$ cat src/uorc_pkg.sv
// Shared constants for the role and bus termination controller.
// Assumes an AXI4-Lite master with 32-bit data and word-aligned registers.
package uorc_pkg;
  localparam int unsigned UORC_ADDR_W = 8;
  localparam int unsigned UORC_DATA_W = 32;
  localparam int unsigned UORC_EP_W = 4;
  localparam int unsigned UORC_NUM_EP = 16;
  localparam int unsigned UORC_PID_W = 4;
  localparam int unsigned UORC_TYPE_W = 2;

  localparam logic [7:0] UORC_OFS_CTRL = 8'h00;
  localparam logic [7:0] UORC_OFS_ROLE = 8'h04;
  localparam logic [7:0] UORC_OFS_POWER = 8'h08;
  localparam logic [7:0] UORC_OFS_STATUS = 8'h0c;
  localparam logic [7:0] UORC_OFS_PEND = 8'h10;

  // Module control fields
  localparam int unsigned UORC_CTRL_ENABLE = 0;
  localparam int unsigned UORC_CTRL_LOW_SPEED = 1;
  localparam int unsigned UORC_CTRL_HOST = 3;
  // Role control fields
  localparam int unsigned UORC_ROLE_OVERRIDE = 2;
  localparam int unsigned UORC_ROLE_DM_PD = 4;
  localparam int unsigned UORC_ROLE_DP_PD = 5;
  localparam int unsigned UORC_ROLE_DP_PU = 7;
  // Power field
  localparam int unsigned UORC_POWER_ON = 0;
  // Status fields
  localparam int unsigned UORC_ST_SESSION = 0;
  localparam int unsigned UORC_ST_PULLUP = 1;
  localparam int unsigned UORC_ST_DP_PD = 2;
  localparam int unsigned UORC_ST_DM_PD = 3;
  localparam int unsigned UORC_ST_HOST = 4;
  localparam int unsigned UORC_ST_LOW_SPEED = 5;
  localparam int unsigned UORC_ST_BAD_TOKEN = 8;

  localparam logic [7:0] UORC_CTRL_RESET = 8'h00;
  localparam logic [7:0] UORC_ROLE_RESET = 8'h00;

  localparam logic [3:0] UORC_PID_OUT = 4'h1;
  localparam logic [3:0] UORC_PID_IN = 4'h9;
  localparam logic [3:0] UORC_PID_SETUP = 4'hd;

  localparam logic [1:0] UORC_RESP_OKAY = 2'h0;
  localparam logic [1:0] UORC_RESP_SLVERR = 2'h2;

  typedef enum logic [1:0] {
    UORC_XFER_CONTROL,
    UORC_XFER_ISOCHRONOUS,
    UORC_XFER_BULK,
    UORC_XFER_INTERRUPT
  } uorc_xfer_t;
endpackage

$ cat src/uorc_role_ctrl.sv
// Role selection, line termination control and token direction mapping.
// Assumes an AXI4-Lite master and a level from the VBUS session comparator.
`timescale 1ns/1ps
module uorc_role_ctrl
  import uorc_pkg::*;
(
  input wire logic aclk,
  input wire logic aresetn,
  input wire logic [UORC_ADDR_W-1:0] s_axi_awaddr,
  input wire logic s_axi_awvalid,
  output logic s_axi_awready,
  input wire logic [UORC_DATA_W-1:0] s_axi_wdata,
  input wire logic [3:0] s_axi_wstrb,
  input wire logic s_axi_wvalid,
  output logic s_axi_wready,
  output logic [1:0] s_axi_bresp,
  output logic s_axi_bvalid,
  input wire logic s_axi_bready,
  input wire logic [UORC_ADDR_W-1:0] s_axi_araddr,
  input wire logic s_axi_arvalid,
  output logic s_axi_arready,
  output logic [UORC_DATA_W-1:0] s_axi_rdata,
  output logic [1:0] s_axi_rresp,
  output logic s_axi_rvalid,
  input wire logic s_axi_rready,
  input wire logic session_valid_threshold,
  input wire logic tok_in_valid,
  output logic tok_in_ready,
  input wire logic [UORC_PID_W-1:0] tok_in_pid,
  input wire logic [UORC_EP_W-1:0] tok_in_endpoint,
  input wire logic [UORC_TYPE_W-1:0] tok_in_type,
  output logic tok_out_valid,
  input wire logic tok_out_ready,
  output logic [UORC_PID_W-1:0] tok_out_pid,
  output logic [UORC_EP_W-1:0] tok_out_endpoint,
  output logic [UORC_TYPE_W-1:0] tok_out_type,
  output logic tok_out_is_rx,
  output logic dplus_pullup_en,
  output logic dplus_pulldown_en,
  output logic dminus_pulldown_en,
  output logic host_mode,
  output logic low_speed_en
);
  localparam int unsigned TOK_W = UORC_PID_W + UORC_EP_W + UORC_TYPE_W + 2;

  function automatic logic is_token(input logic [UORC_PID_W-1:0] pid);
    is_token = (pid == UORC_PID_OUT) | (pid == UORC_PID_IN) | (pid == UORC_PID_SETUP);
  endfunction

  function automatic logic pid_is_rx(input logic [UORC_PID_W-1:0] pid, input logic host);
    pid_is_rx = host ? (pid == UORC_PID_IN) : (pid != UORC_PID_IN);
  endfunction

  logic [7:0] module_control_reg;
  logic [7:0] role_control_reg;
  logic module_power_bit;
  logic [UORC_NUM_EP-1:0] pending;
  logic bad_token;
  logic aw_held;
  logic w_held;
  logic [UORC_ADDR_W-1:0] aw_addr;
  logic [UORC_DATA_W-1:0] w_data;
  logic [3:0] w_strb;

  ////////////////////////////////////////////////////////////////////////////
  // AXI4-Lite write side: address and data latched independently
  wire aw_take = s_axi_awvalid & s_axi_awready;
  wire w_take = s_axi_wvalid & s_axi_wready;
  wire wr_fire = aw_held & w_held & ~s_axi_bvalid;
  wire wr_ctrl = wr_fire & (aw_addr == UORC_OFS_CTRL) & w_strb[0];
  wire wr_role = wr_fire & (aw_addr == UORC_OFS_ROLE) & w_strb[0];
  wire wr_power = wr_fire & (aw_addr == UORC_OFS_POWER) & w_strb[0];
  wire wr_status = wr_fire & (aw_addr == UORC_OFS_STATUS) & w_strb[1];
  wire wr_pend = wr_fire & (aw_addr == UORC_OFS_PEND) & (w_strb[1:0] == 2'b11);
  wire wr_mapped = (aw_addr == UORC_OFS_CTRL) | (aw_addr == UORC_OFS_ROLE) |
                   (aw_addr == UORC_OFS_POWER) | (aw_addr == UORC_OFS_STATUS) |
                   (aw_addr == UORC_OFS_PEND);

  always_ff @(posedge aclk) begin
    if (!aresetn) begin
      aw_held <= 1'b0;
      w_held <= 1'b0;
      s_axi_awready <= 1'b1;
      s_axi_wready <= 1'b1;
      s_axi_bvalid <= 1'b0;
      s_axi_bresp <= UORC_RESP_OKAY;
      aw_addr <= '0;
      w_data <= '0;
      w_strb <= '0;
    end else begin
      if (aw_take) begin
        aw_held <= 1'b1;
        aw_addr <= s_axi_awaddr;
        s_axi_awready <= 1'b0;
      end
      if (w_take) begin
        w_held <= 1'b1;
        w_data <= s_axi_wdata;
        w_strb <= s_axi_wstrb;
        s_axi_wready <= 1'b0;
      end
      if (wr_fire) begin
        s_axi_bvalid <= 1'b1;
        s_axi_bresp <= wr_mapped ? UORC_RESP_OKAY : UORC_RESP_SLVERR;
      end
      if (s_axi_bvalid && s_axi_bready) begin
        s_axi_bvalid <= 1'b0;
        aw_held <= 1'b0;
        w_held <= 1'b0;
        s_axi_awready <= 1'b1;
        s_axi_wready <= 1'b1;
      end
    end
  end

  ////////////////////////////////////////////////////////////////////////////
  // Control registers; role may change at any write, nothing is reset
  always_ff @(posedge aclk) begin
    if (!aresetn) begin
      module_control_reg <= UORC_CTRL_RESET;
      role_control_reg <= UORC_ROLE_RESET;
      module_power_bit <= 1'b0;
    end else begin
      if (wr_ctrl) begin
        module_control_reg <= w_data[7:0];
      end
      if (wr_role) begin
        role_control_reg <= w_data[7:0];
      end
      if (wr_power) begin
        module_power_bit <= w_data[UORC_POWER_ON];
      end
    end
  end

  wire module_enable_bit = module_control_reg[UORC_CTRL_ENABLE];
  wire host_role_enable = module_control_reg[UORC_CTRL_HOST];
  wire low_speed_req = module_control_reg[UORC_CTRL_LOW_SPEED];
  wire dual_role_override_enable = role_control_reg[UORC_ROLE_OVERRIDE];
  wire dplus_pullup_ctl = role_control_reg[UORC_ROLE_DP_PU];
  wire dplus_pulldown_ctl = role_control_reg[UORC_ROLE_DP_PD];
  wire dminus_pulldown_ctl = role_control_reg[UORC_ROLE_DM_PD];

  ////////////////////////////////////////////////////////////////////////////
  // Line terminations
  wire pullup_sw = dual_role_override_enable ? dplus_pullup_ctl
                   : (module_enable_bit & module_power_bit);
  // Comparator has the last word so back drive is avoided without firmware
  wire next_pullup = pullup_sw & session_valid_threshold;
  wire next_dp_pd = dual_role_override_enable ? dplus_pulldown_ctl
                    : host_role_enable;
  wire next_dm_pd = dual_role_override_enable ? dminus_pulldown_ctl
                    : host_role_enable;
  // Low speed is refused in peripheral role
  wire next_low_speed = low_speed_req & host_role_enable;

  always_ff @(posedge aclk) begin
    if (!aresetn) begin
      dplus_pullup_en <= 1'b0;
      dplus_pulldown_en <= 1'b0;
      dminus_pulldown_en <= 1'b0;
      host_mode <= 1'b0;
      low_speed_en <= 1'b0;
    end else begin
      dplus_pullup_en <= next_pullup;
      dplus_pulldown_en <= next_dp_pd;
      dminus_pulldown_en <= next_dm_pd;
      host_mode <= host_role_enable;
      low_speed_en <= next_low_speed;
    end
  end

  ////////////////////////////////////////////////////////////////////////////
  // Token path, shared by both roles
  logic buf_out_host;
  logic buf_in_ready;
  wire in_is_token = is_token(tok_in_pid);
  wire in_take = tok_in_valid & buf_in_ready;
  wire in_rx = pid_is_rx(tok_in_pid, host_role_enable);
  wire [TOK_W-1:0] in_word = {host_role_enable, in_rx, tok_in_type,
                              tok_in_endpoint, tok_in_pid};
  assign tok_in_ready = buf_in_ready;

  uorc_skid_buf #(
    .WIDTH(TOK_W)
  ) u_tok_buf (
    .aclk(aclk),
    .aresetn(aresetn),
    .in_valid(tok_in_valid & in_is_token),
    .in_ready(buf_in_ready),
    .in_data(in_word),
    .out_valid(tok_out_valid),
    .out_ready(tok_out_ready),
    .out_data({buf_out_host, tok_out_is_rx, tok_out_type, tok_out_endpoint, tok_out_pid})
  );

  wire out_done = tok_out_valid & tok_out_ready;
  wire [UORC_NUM_EP-1:0] done_mask = out_done ? (16'h0001 << tok_out_endpoint) : 16'h0000;
  wire [UORC_NUM_EP-1:0] arm_mask = wr_pend ? w_data[UORC_NUM_EP-1:0] : 16'h0000;
  wire next_bad_clr = wr_status & w_data[UORC_ST_BAD_TOKEN];

  // Arming wins over a completion in the same cycle
  always_ff @(posedge aclk) begin
    if (!aresetn) begin
      pending <= '0;
      bad_token <= 1'b0;
    end else begin
      pending <= (pending & ~done_mask) | arm_mask;
      bad_token <= (bad_token & ~next_bad_clr) | (in_take & ~in_is_token);
    end
  end

  ////////////////////////////////////////////////////////////////////////////
  // AXI4-Lite read side
  wire [UORC_DATA_W-1:0] status_word = {23'h00_0000, bad_token, 2'b00, low_speed_en,
                                        host_mode, dminus_pulldown_en, dplus_pulldown_en,
                                        dplus_pullup_en, session_valid_threshold};
  wire rd_take = s_axi_arvalid & s_axi_arready;
  wire rd_hit_ctrl = s_axi_araddr == UORC_OFS_CTRL;
  wire rd_hit_role = s_axi_araddr == UORC_OFS_ROLE;
  wire rd_hit_power = s_axi_araddr == UORC_OFS_POWER;
  wire rd_hit_status = s_axi_araddr == UORC_OFS_STATUS;
  wire rd_hit_pend = s_axi_araddr == UORC_OFS_PEND;
  wire rd_mapped = rd_hit_ctrl | rd_hit_role | rd_hit_power | rd_hit_status | rd_hit_pend;
  wire [UORC_DATA_W-1:0] rd_word =
    rd_hit_ctrl ? {24'h00_0000, module_control_reg} :
    rd_hit_role ? {24'h00_0000, role_control_reg} :
    rd_hit_power ? {31'h0000_0000, module_power_bit} :
    rd_hit_status ? status_word :
    rd_hit_pend ? {16'h0000, pending} : 32'h0000_0000;

  always_ff @(posedge aclk) begin
    if (!aresetn) begin
      s_axi_arready <= 1'b1;
      s_axi_rvalid <= 1'b0;
      s_axi_rdata <= '0;
      s_axi_rresp <= UORC_RESP_OKAY;
    end else if (rd_take) begin
      s_axi_arready <= 1'b0;
      s_axi_rvalid <= 1'b1;
      s_axi_rdata <= rd_word;
      s_axi_rresp <= rd_mapped ? UORC_RESP_OKAY : UORC_RESP_SLVERR;
    end else if (s_axi_rvalid && s_axi_rready) begin
      s_axi_rvalid <= 1'b0;
      s_axi_arready <= 1'b1;
    end
  end

  ////////////////////////////////////////////////////////////////////////////
  // Checks
  pullup_direct_a: assert property (@(posedge aclk) disable iff (!aresetn)
    !dual_role_override_enable && session_valid_threshold |=>
    dplus_pullup_en == ($past(module_enable_bit) && $past(module_power_bit)))
    else $error("pull-up does not follow enable and power");

  pullup_override_a: assert property (@(posedge aclk) disable iff (!aresetn)
    dual_role_override_enable && session_valid_threshold |=>
    dplus_pullup_en == $past(dplus_pullup_ctl))
    else $error("pull-up does not follow override bit");

  vbus_drop_a: assert property (@(posedge aclk) disable iff (!aresetn)
    !session_valid_threshold |=> !dplus_pullup_en)
    else $error("pull-up on below session valid");

  pulldown_host_a: assert property (@(posedge aclk) disable iff (!aresetn)
    !dual_role_override_enable && host_role_enable |=> dplus_pulldown_en && dminus_pulldown_en)
    else $error("pull-downs missing in host role");

  pulldown_override_a: assert property (@(posedge aclk) disable iff (!aresetn)
    dual_role_override_enable |=> dplus_pulldown_en == $past(dplus_pulldown_ctl) &&
    dminus_pulldown_en == $past(dminus_pulldown_ctl))
    else $error("pull-downs do not follow override bits");

  bits_ignored_a: assert property (@(posedge aclk) disable iff (!aresetn)
    !dual_role_override_enable && !host_role_enable |=> !dplus_pulldown_en && !dminus_pulldown_en)
    else $error("pull-down on without host or override");

  low_speed_host_a: assert property (@(posedge aclk) disable iff (!aresetn)
    low_speed_en |-> host_mode)
    else $error("low speed outside host role");

  token_direction_a: assert property (@(posedge aclk) disable iff (!aresetn)
    tok_out_valid |-> tok_out_is_rx == (buf_out_host ? (tok_out_pid == UORC_PID_IN)
                                                     : (tok_out_pid != UORC_PID_IN)))
    else $error("token direction wrong for role");

  pending_clear_a: assert property (@(posedge aclk) disable iff (!aresetn)
    out_done && !arm_mask[tok_out_endpoint] |=> !pending[$past(tok_out_endpoint)])
    else $error("pending bit not cleared on completion");

  token_hold_a: assert property (@(posedge aclk) disable iff (!aresetn)
    tok_out_valid && !tok_out_ready |=> tok_out_valid && $stable(tok_out_pid) &&
    $stable(tok_out_endpoint))
    else $error("token dropped under stall");

  pullup_on_c: cover property (@(posedge aclk) disable iff (!aresetn) dplus_pullup_en);
  host_pd_c: cover property (@(posedge aclk) disable iff (!aresetn)
    host_mode && dplus_pulldown_en && dminus_pulldown_en);
  override_c: cover property (@(posedge aclk) disable iff (!aresetn)
    dual_role_override_enable ##1 dplus_pullup_en);
  token_stall_c: cover property (@(posedge aclk) disable iff (!aresetn)
    tok_out_valid && !tok_out_ready ##1 out_done);
endmodule // uorc_role_ctrl

$ cat src/uorc_skid_buf.sv
// Two-entry valid/ready buffer with registered outputs.
// Assumes a single clock and a synchronous active-low reset.
`timescale 1ns/1ps
module uorc_skid_buf #(
  parameter int unsigned WIDTH = 8
) (
  input wire logic aclk,
  input wire logic aresetn,
  input wire logic in_valid,
  output logic in_ready,
  input wire logic [WIDTH-1:0] in_data,
  output logic out_valid,
  input wire logic out_ready,
  output logic [WIDTH-1:0] out_data
);
  logic [WIDTH-1:0] skid_data;
  wire out_free = out_ready | ~out_valid;
  wire in_take = in_valid & in_ready;

  // in_ready is the inverse of skid occupancy, kept as its own flop
  always_ff @(posedge aclk) begin
    if (!aresetn) begin
      out_valid <= 1'b0;
      in_ready <= 1'b1;
    end else if (out_free) begin
      out_valid <= ~in_ready | in_valid;
      in_ready <= 1'b1;
    end else if (in_take) begin
      in_ready <= 1'b0;
    end
  end

  always_ff @(posedge aclk) begin
    if (out_free) begin
      out_data <= in_ready ? in_data : skid_data;
    end
    if (!out_free && in_take) begin
      skid_data <= in_data;
    end
  end
endmodule // uorc_skid_buf

$ cat config.mk
export PLATFORM = sky130hd
export DESIGN_NAME = uorc_role_ctrl
export DESIGN_NICKNAME = d
export VERILOG_FILES = /design/src/uorc_pkg.sv /design/src/uorc_role_ctrl.sv /design/src/uorc_skid_buf.sv
export SDC_FILE = /design/constraint.sdc
export NUM_CORES = 1
export LEC_CHECK = 0
export BUFFER_PORTS_ARGS = -buffer_cell sky130_fd_sc_hd__buf_2
export CAP_MARGIN = 20
export CORE_MARGIN = 2
export CORE_UTILIZATION = 56
export CTS_CLUSTER_DIAMETER = 30
export CTS_CLUSTER_SIZE = 16
export DETAILED_ROUTE_END_ITERATION = 8
export GPL_TIMING_DRIVEN = 1
export PLACE_DENSITY = 0.85
export SLEW_MARGIN = 10
export SYNTH_ARGS = -nofsm -noshare
export SYNTH_HDL_FRONTEND = slang
export SYNTH_SLANG_ARGS = --single-unit
$ cat constraint.sdc
create_clock -name aclk -period 3.3 [get_ports aclk]
set_input_delay 0.66 -clock aclk [delete_from_list [all_inputs] [get_ports aclk]]
set_output_delay 0.66 -clock aclk [all_outputs]
set_load 0.03 [all_outputs]
==> impl_metrics.env <==
export IMPL_status="finished clean"
export IMPL_cts_tree="yes"
export IMPL_hold_viol=0
export IMPL_path_delay_family="flip-flops"
export IMPL_reg_top3="pending: 16 flops, s_axi_rdata: 16 flops, w_data: 16 flops"
export IMPL_async_flop_share_pct=0
export IMPL_ctsRootBufferMaster="clkbuf_8"
export IMPL_gp_congestion=0.901
export IMPL_dr_total_vias=3949
export IMPL_ys_types=47
export IMPL_cts_hold_buffers=0
export IMPL_ys_warn_count=0
export IMPL_nFillCells=599
export IMPL_synth_edff_count=22
export IMPL_drc_errors=0
export IMPL_die_area_um2=9180
export IMPL_setup_viol=0
export IMPL_overflow=0
export IMPL_preCtsSetupSlack_ns=1.05
export IMPL_coreArea_um2=8180
export IMPL_setup_slack_ns=1.07
export IMPL_drt_iter0_markers=287
export IMPL_placed_area_um2=5190
export IMPL_grt_usage_pct=25.4
export IMPL_peakVddDrop_mv=0.348
export IMPL_setup_tns_ns=0
export IMPL_io_buffers=94
export IMPL_clockBufferDepth=2
export IMPL_final_cell_mix="94 x buf_2, 92 x dfxtp_1, 83 x nand2_1"
export IMPL_ioPinCount=131
export IMPL_finalPower_w=0.00364
export IMPL_crit_slowest_cell="dfxtp_1"
export IMPL_drive_gt1_share_pct=25.5
export IMPL_critPathMaxFanout=16
export IMPL_grt_antenna_before_repair=0
export IMPL_area_growth_pct=23.1
export IMPL_yosys_register_bits=114
export IMPL_clock_sinks=114
export IMPL_drt_total_wl_um=11200
export IMPL_die_h_um=95.8
export IMPL_ant_nets=0
export IMPL_syn_area_um2=4720
export IMPL_viasPerCell=5.76
export IMPL_power_leakage_nw=2.27
export IMPL_syn_inst=479
export IMPL_fmax_mhz=449
export IMPL_diodes=0
export IMPL_cts_inserted_buffers=17
export IMPL_grt_pass1_vias=3650
export IMPL_fin_crit_sh_pct=67.5
export IMPL_yosysSeqAreaShare_pct=53.0
export IMPL_powerDensity_nw_per_um2=627
export IMPL_syn_avg_cell_area_um2=9.85
export IMPL_clkSlewWorstSetupHoldPaths_ns=0.06
export IMPL_die_width_um=95.8
export IMPL_path_cells="buf_2"
export IMPL_fin_nets=640
export IMPL_worstHoldPathType="in2reg"
export IMPL_routedWlPerCell_um=16.3
export IMPL_cap_violations=0
export IMPL_relSlewSlack_pct=45.9
export IMPL_path_class="reg2out"
export IMPL_period_needed_ns=2.23
export IMPL_rsz0062_at_grt="false"
export IMPL_worst_pin_slew_ns=0.806
export IMPL_grt_pass1_wl_um=17600
export IMPL_cts_resized=0
export IMPL_final_util_pct=71.1
export IMPL_cts_setup_buffers=0
export IMPL_start_kind="flip-flop"
export IMPL_worstPathRequired_ns=2.64
export IMPL_skew_ns=0.00507
export IMPL_num_rows=33
export IMPL_critPathArrivalTime_ns=1.57
export IMPL_cp_slowest_stage_delay_ns=0.73
export IMPL_drt_pre_antenna_iters=5
export IMPL_hpwl_um=7670
export IMPL_cp_buffers_inverters=1
export IMPL_mostFrequentLayoutCell="buf_2"
export IMPL_clk_latency_ns=0.52
export IMPL_initial_core_util_pct=57.7
export IMPL_grt_max_degree=44
export IMPL_slew_violations=0
export IMPL_finalInstanceArea_um2=5810
export IMPL_end_kind="primary output"
export IMPL_ys_flop_type="dfxtp_1"
export IMPL_htreeDepth=4
final timing paths:
path | start | endpoint | slack, ns | depth (start not counted)
worst min register to register | s_axi_rdata[8] | s_axi_rdata[8] | 0.47 | 2
worst min-delay path | tok_in_type[1] | u_tok_buf.skid_data[9] | 0.33 | 1
worst max register to register | aw_addr[0] | role_control_reg[1] | 1.41 | 4
worst max-delay path | u_tok_buf.in_ready | tok_in_ready | 1.07 | 1
power breakdown:
| group | switching [W] | leakage, nW | total (W) | internal, W |
|---|---|---|---|---|
| logic | 0.000169 | 1.01 | 0.000252 | 0.0000827 |
| clock network | 0.000664 | 0.293 | 0.00190 | 0.00123 |
| registers | 0.0000344 | 0.961 | 0.00149 | 0.00146 |
routing by layer:
layer	wire (um)	vias to the layer above	global-route usage (%)	share of wire, %
met5	0	-	0	0
li1	-	1883	-	-
met2	5450	173	42.0	49
met1	4680	1869	31.8	42
met3	824	24	7.05	7.4
met4	226	0	9.40	2.0
area by class of cell:
class,instances,area (um2),area share [%]
multi-input combinational,333,2030,34.9
clock buffer,17,414,7.13
clock inverter,15,208,3.57
timing repair buffer,98,513,8.83
sequential,114,2500,43.1
tap,105,131,2.26
inverter,4,15.0,0.258
Yosys cell counts, types with 3 or more instances:
library cell | count | share of area, %
a21boi_0 | 33 | 5.2
a21oi_1 | 7 | 0.74
a22oi_1 | 9 | 1.4
a32o_1 | 3 | 0.64
a32oi_1 | 3 | 0.56
and2_1 | 4 | 0.53
and3_1 | 4 | 0.53
buf_4 | 18 | 2.9
clkbuf_1 | 25 | 2.0
dfxtp_1 | 92 | 39
edfxtp_1 | 22 | 14
inv_1 | 4 | 0.32
mux2_2 | 13 | 3.1
mux2i_1 | 13 | 2.8
nand2_1 | 83 | 6.6
nand2b_1 | 7 | 0.93
nand3_1 | 27 | 2.9
nand4_1 | 4 | 0.53
nand4b_1 | 4 | 0.74
nor2_1 | 4 | 0.32
nor2b_1 | 11 | 1.5
nor3_1 | 3 | 0.32
o211ai_1 | 14 | 2.2
o21ai_0 | 39 | 4.1
o311ai_0 | 5 | 0.93
or3_1 | 4 | 0.53
metrics by stage:
step / cells / hold slack [ns]
after floorplan: 496 / 0.434
after global placement: 654 / 0.443
after detailed placement: 654 / 0.457
after CTS: 686 / 0.316
after global routing: 686 / 0.318
final: 686 / 0.329
kinds of logic after synthesis:
kind of cell              synth area share, %
and+or+nand+nor                          18.5
AOI/OAI and AO/OA                        17.0
DFF                                      53.0
buffers and inverters                    5.35
muxes                                    5.86
xor gates and xnor gates                0.186
other                                  0.0795
(Power assumes the default switching activity.)
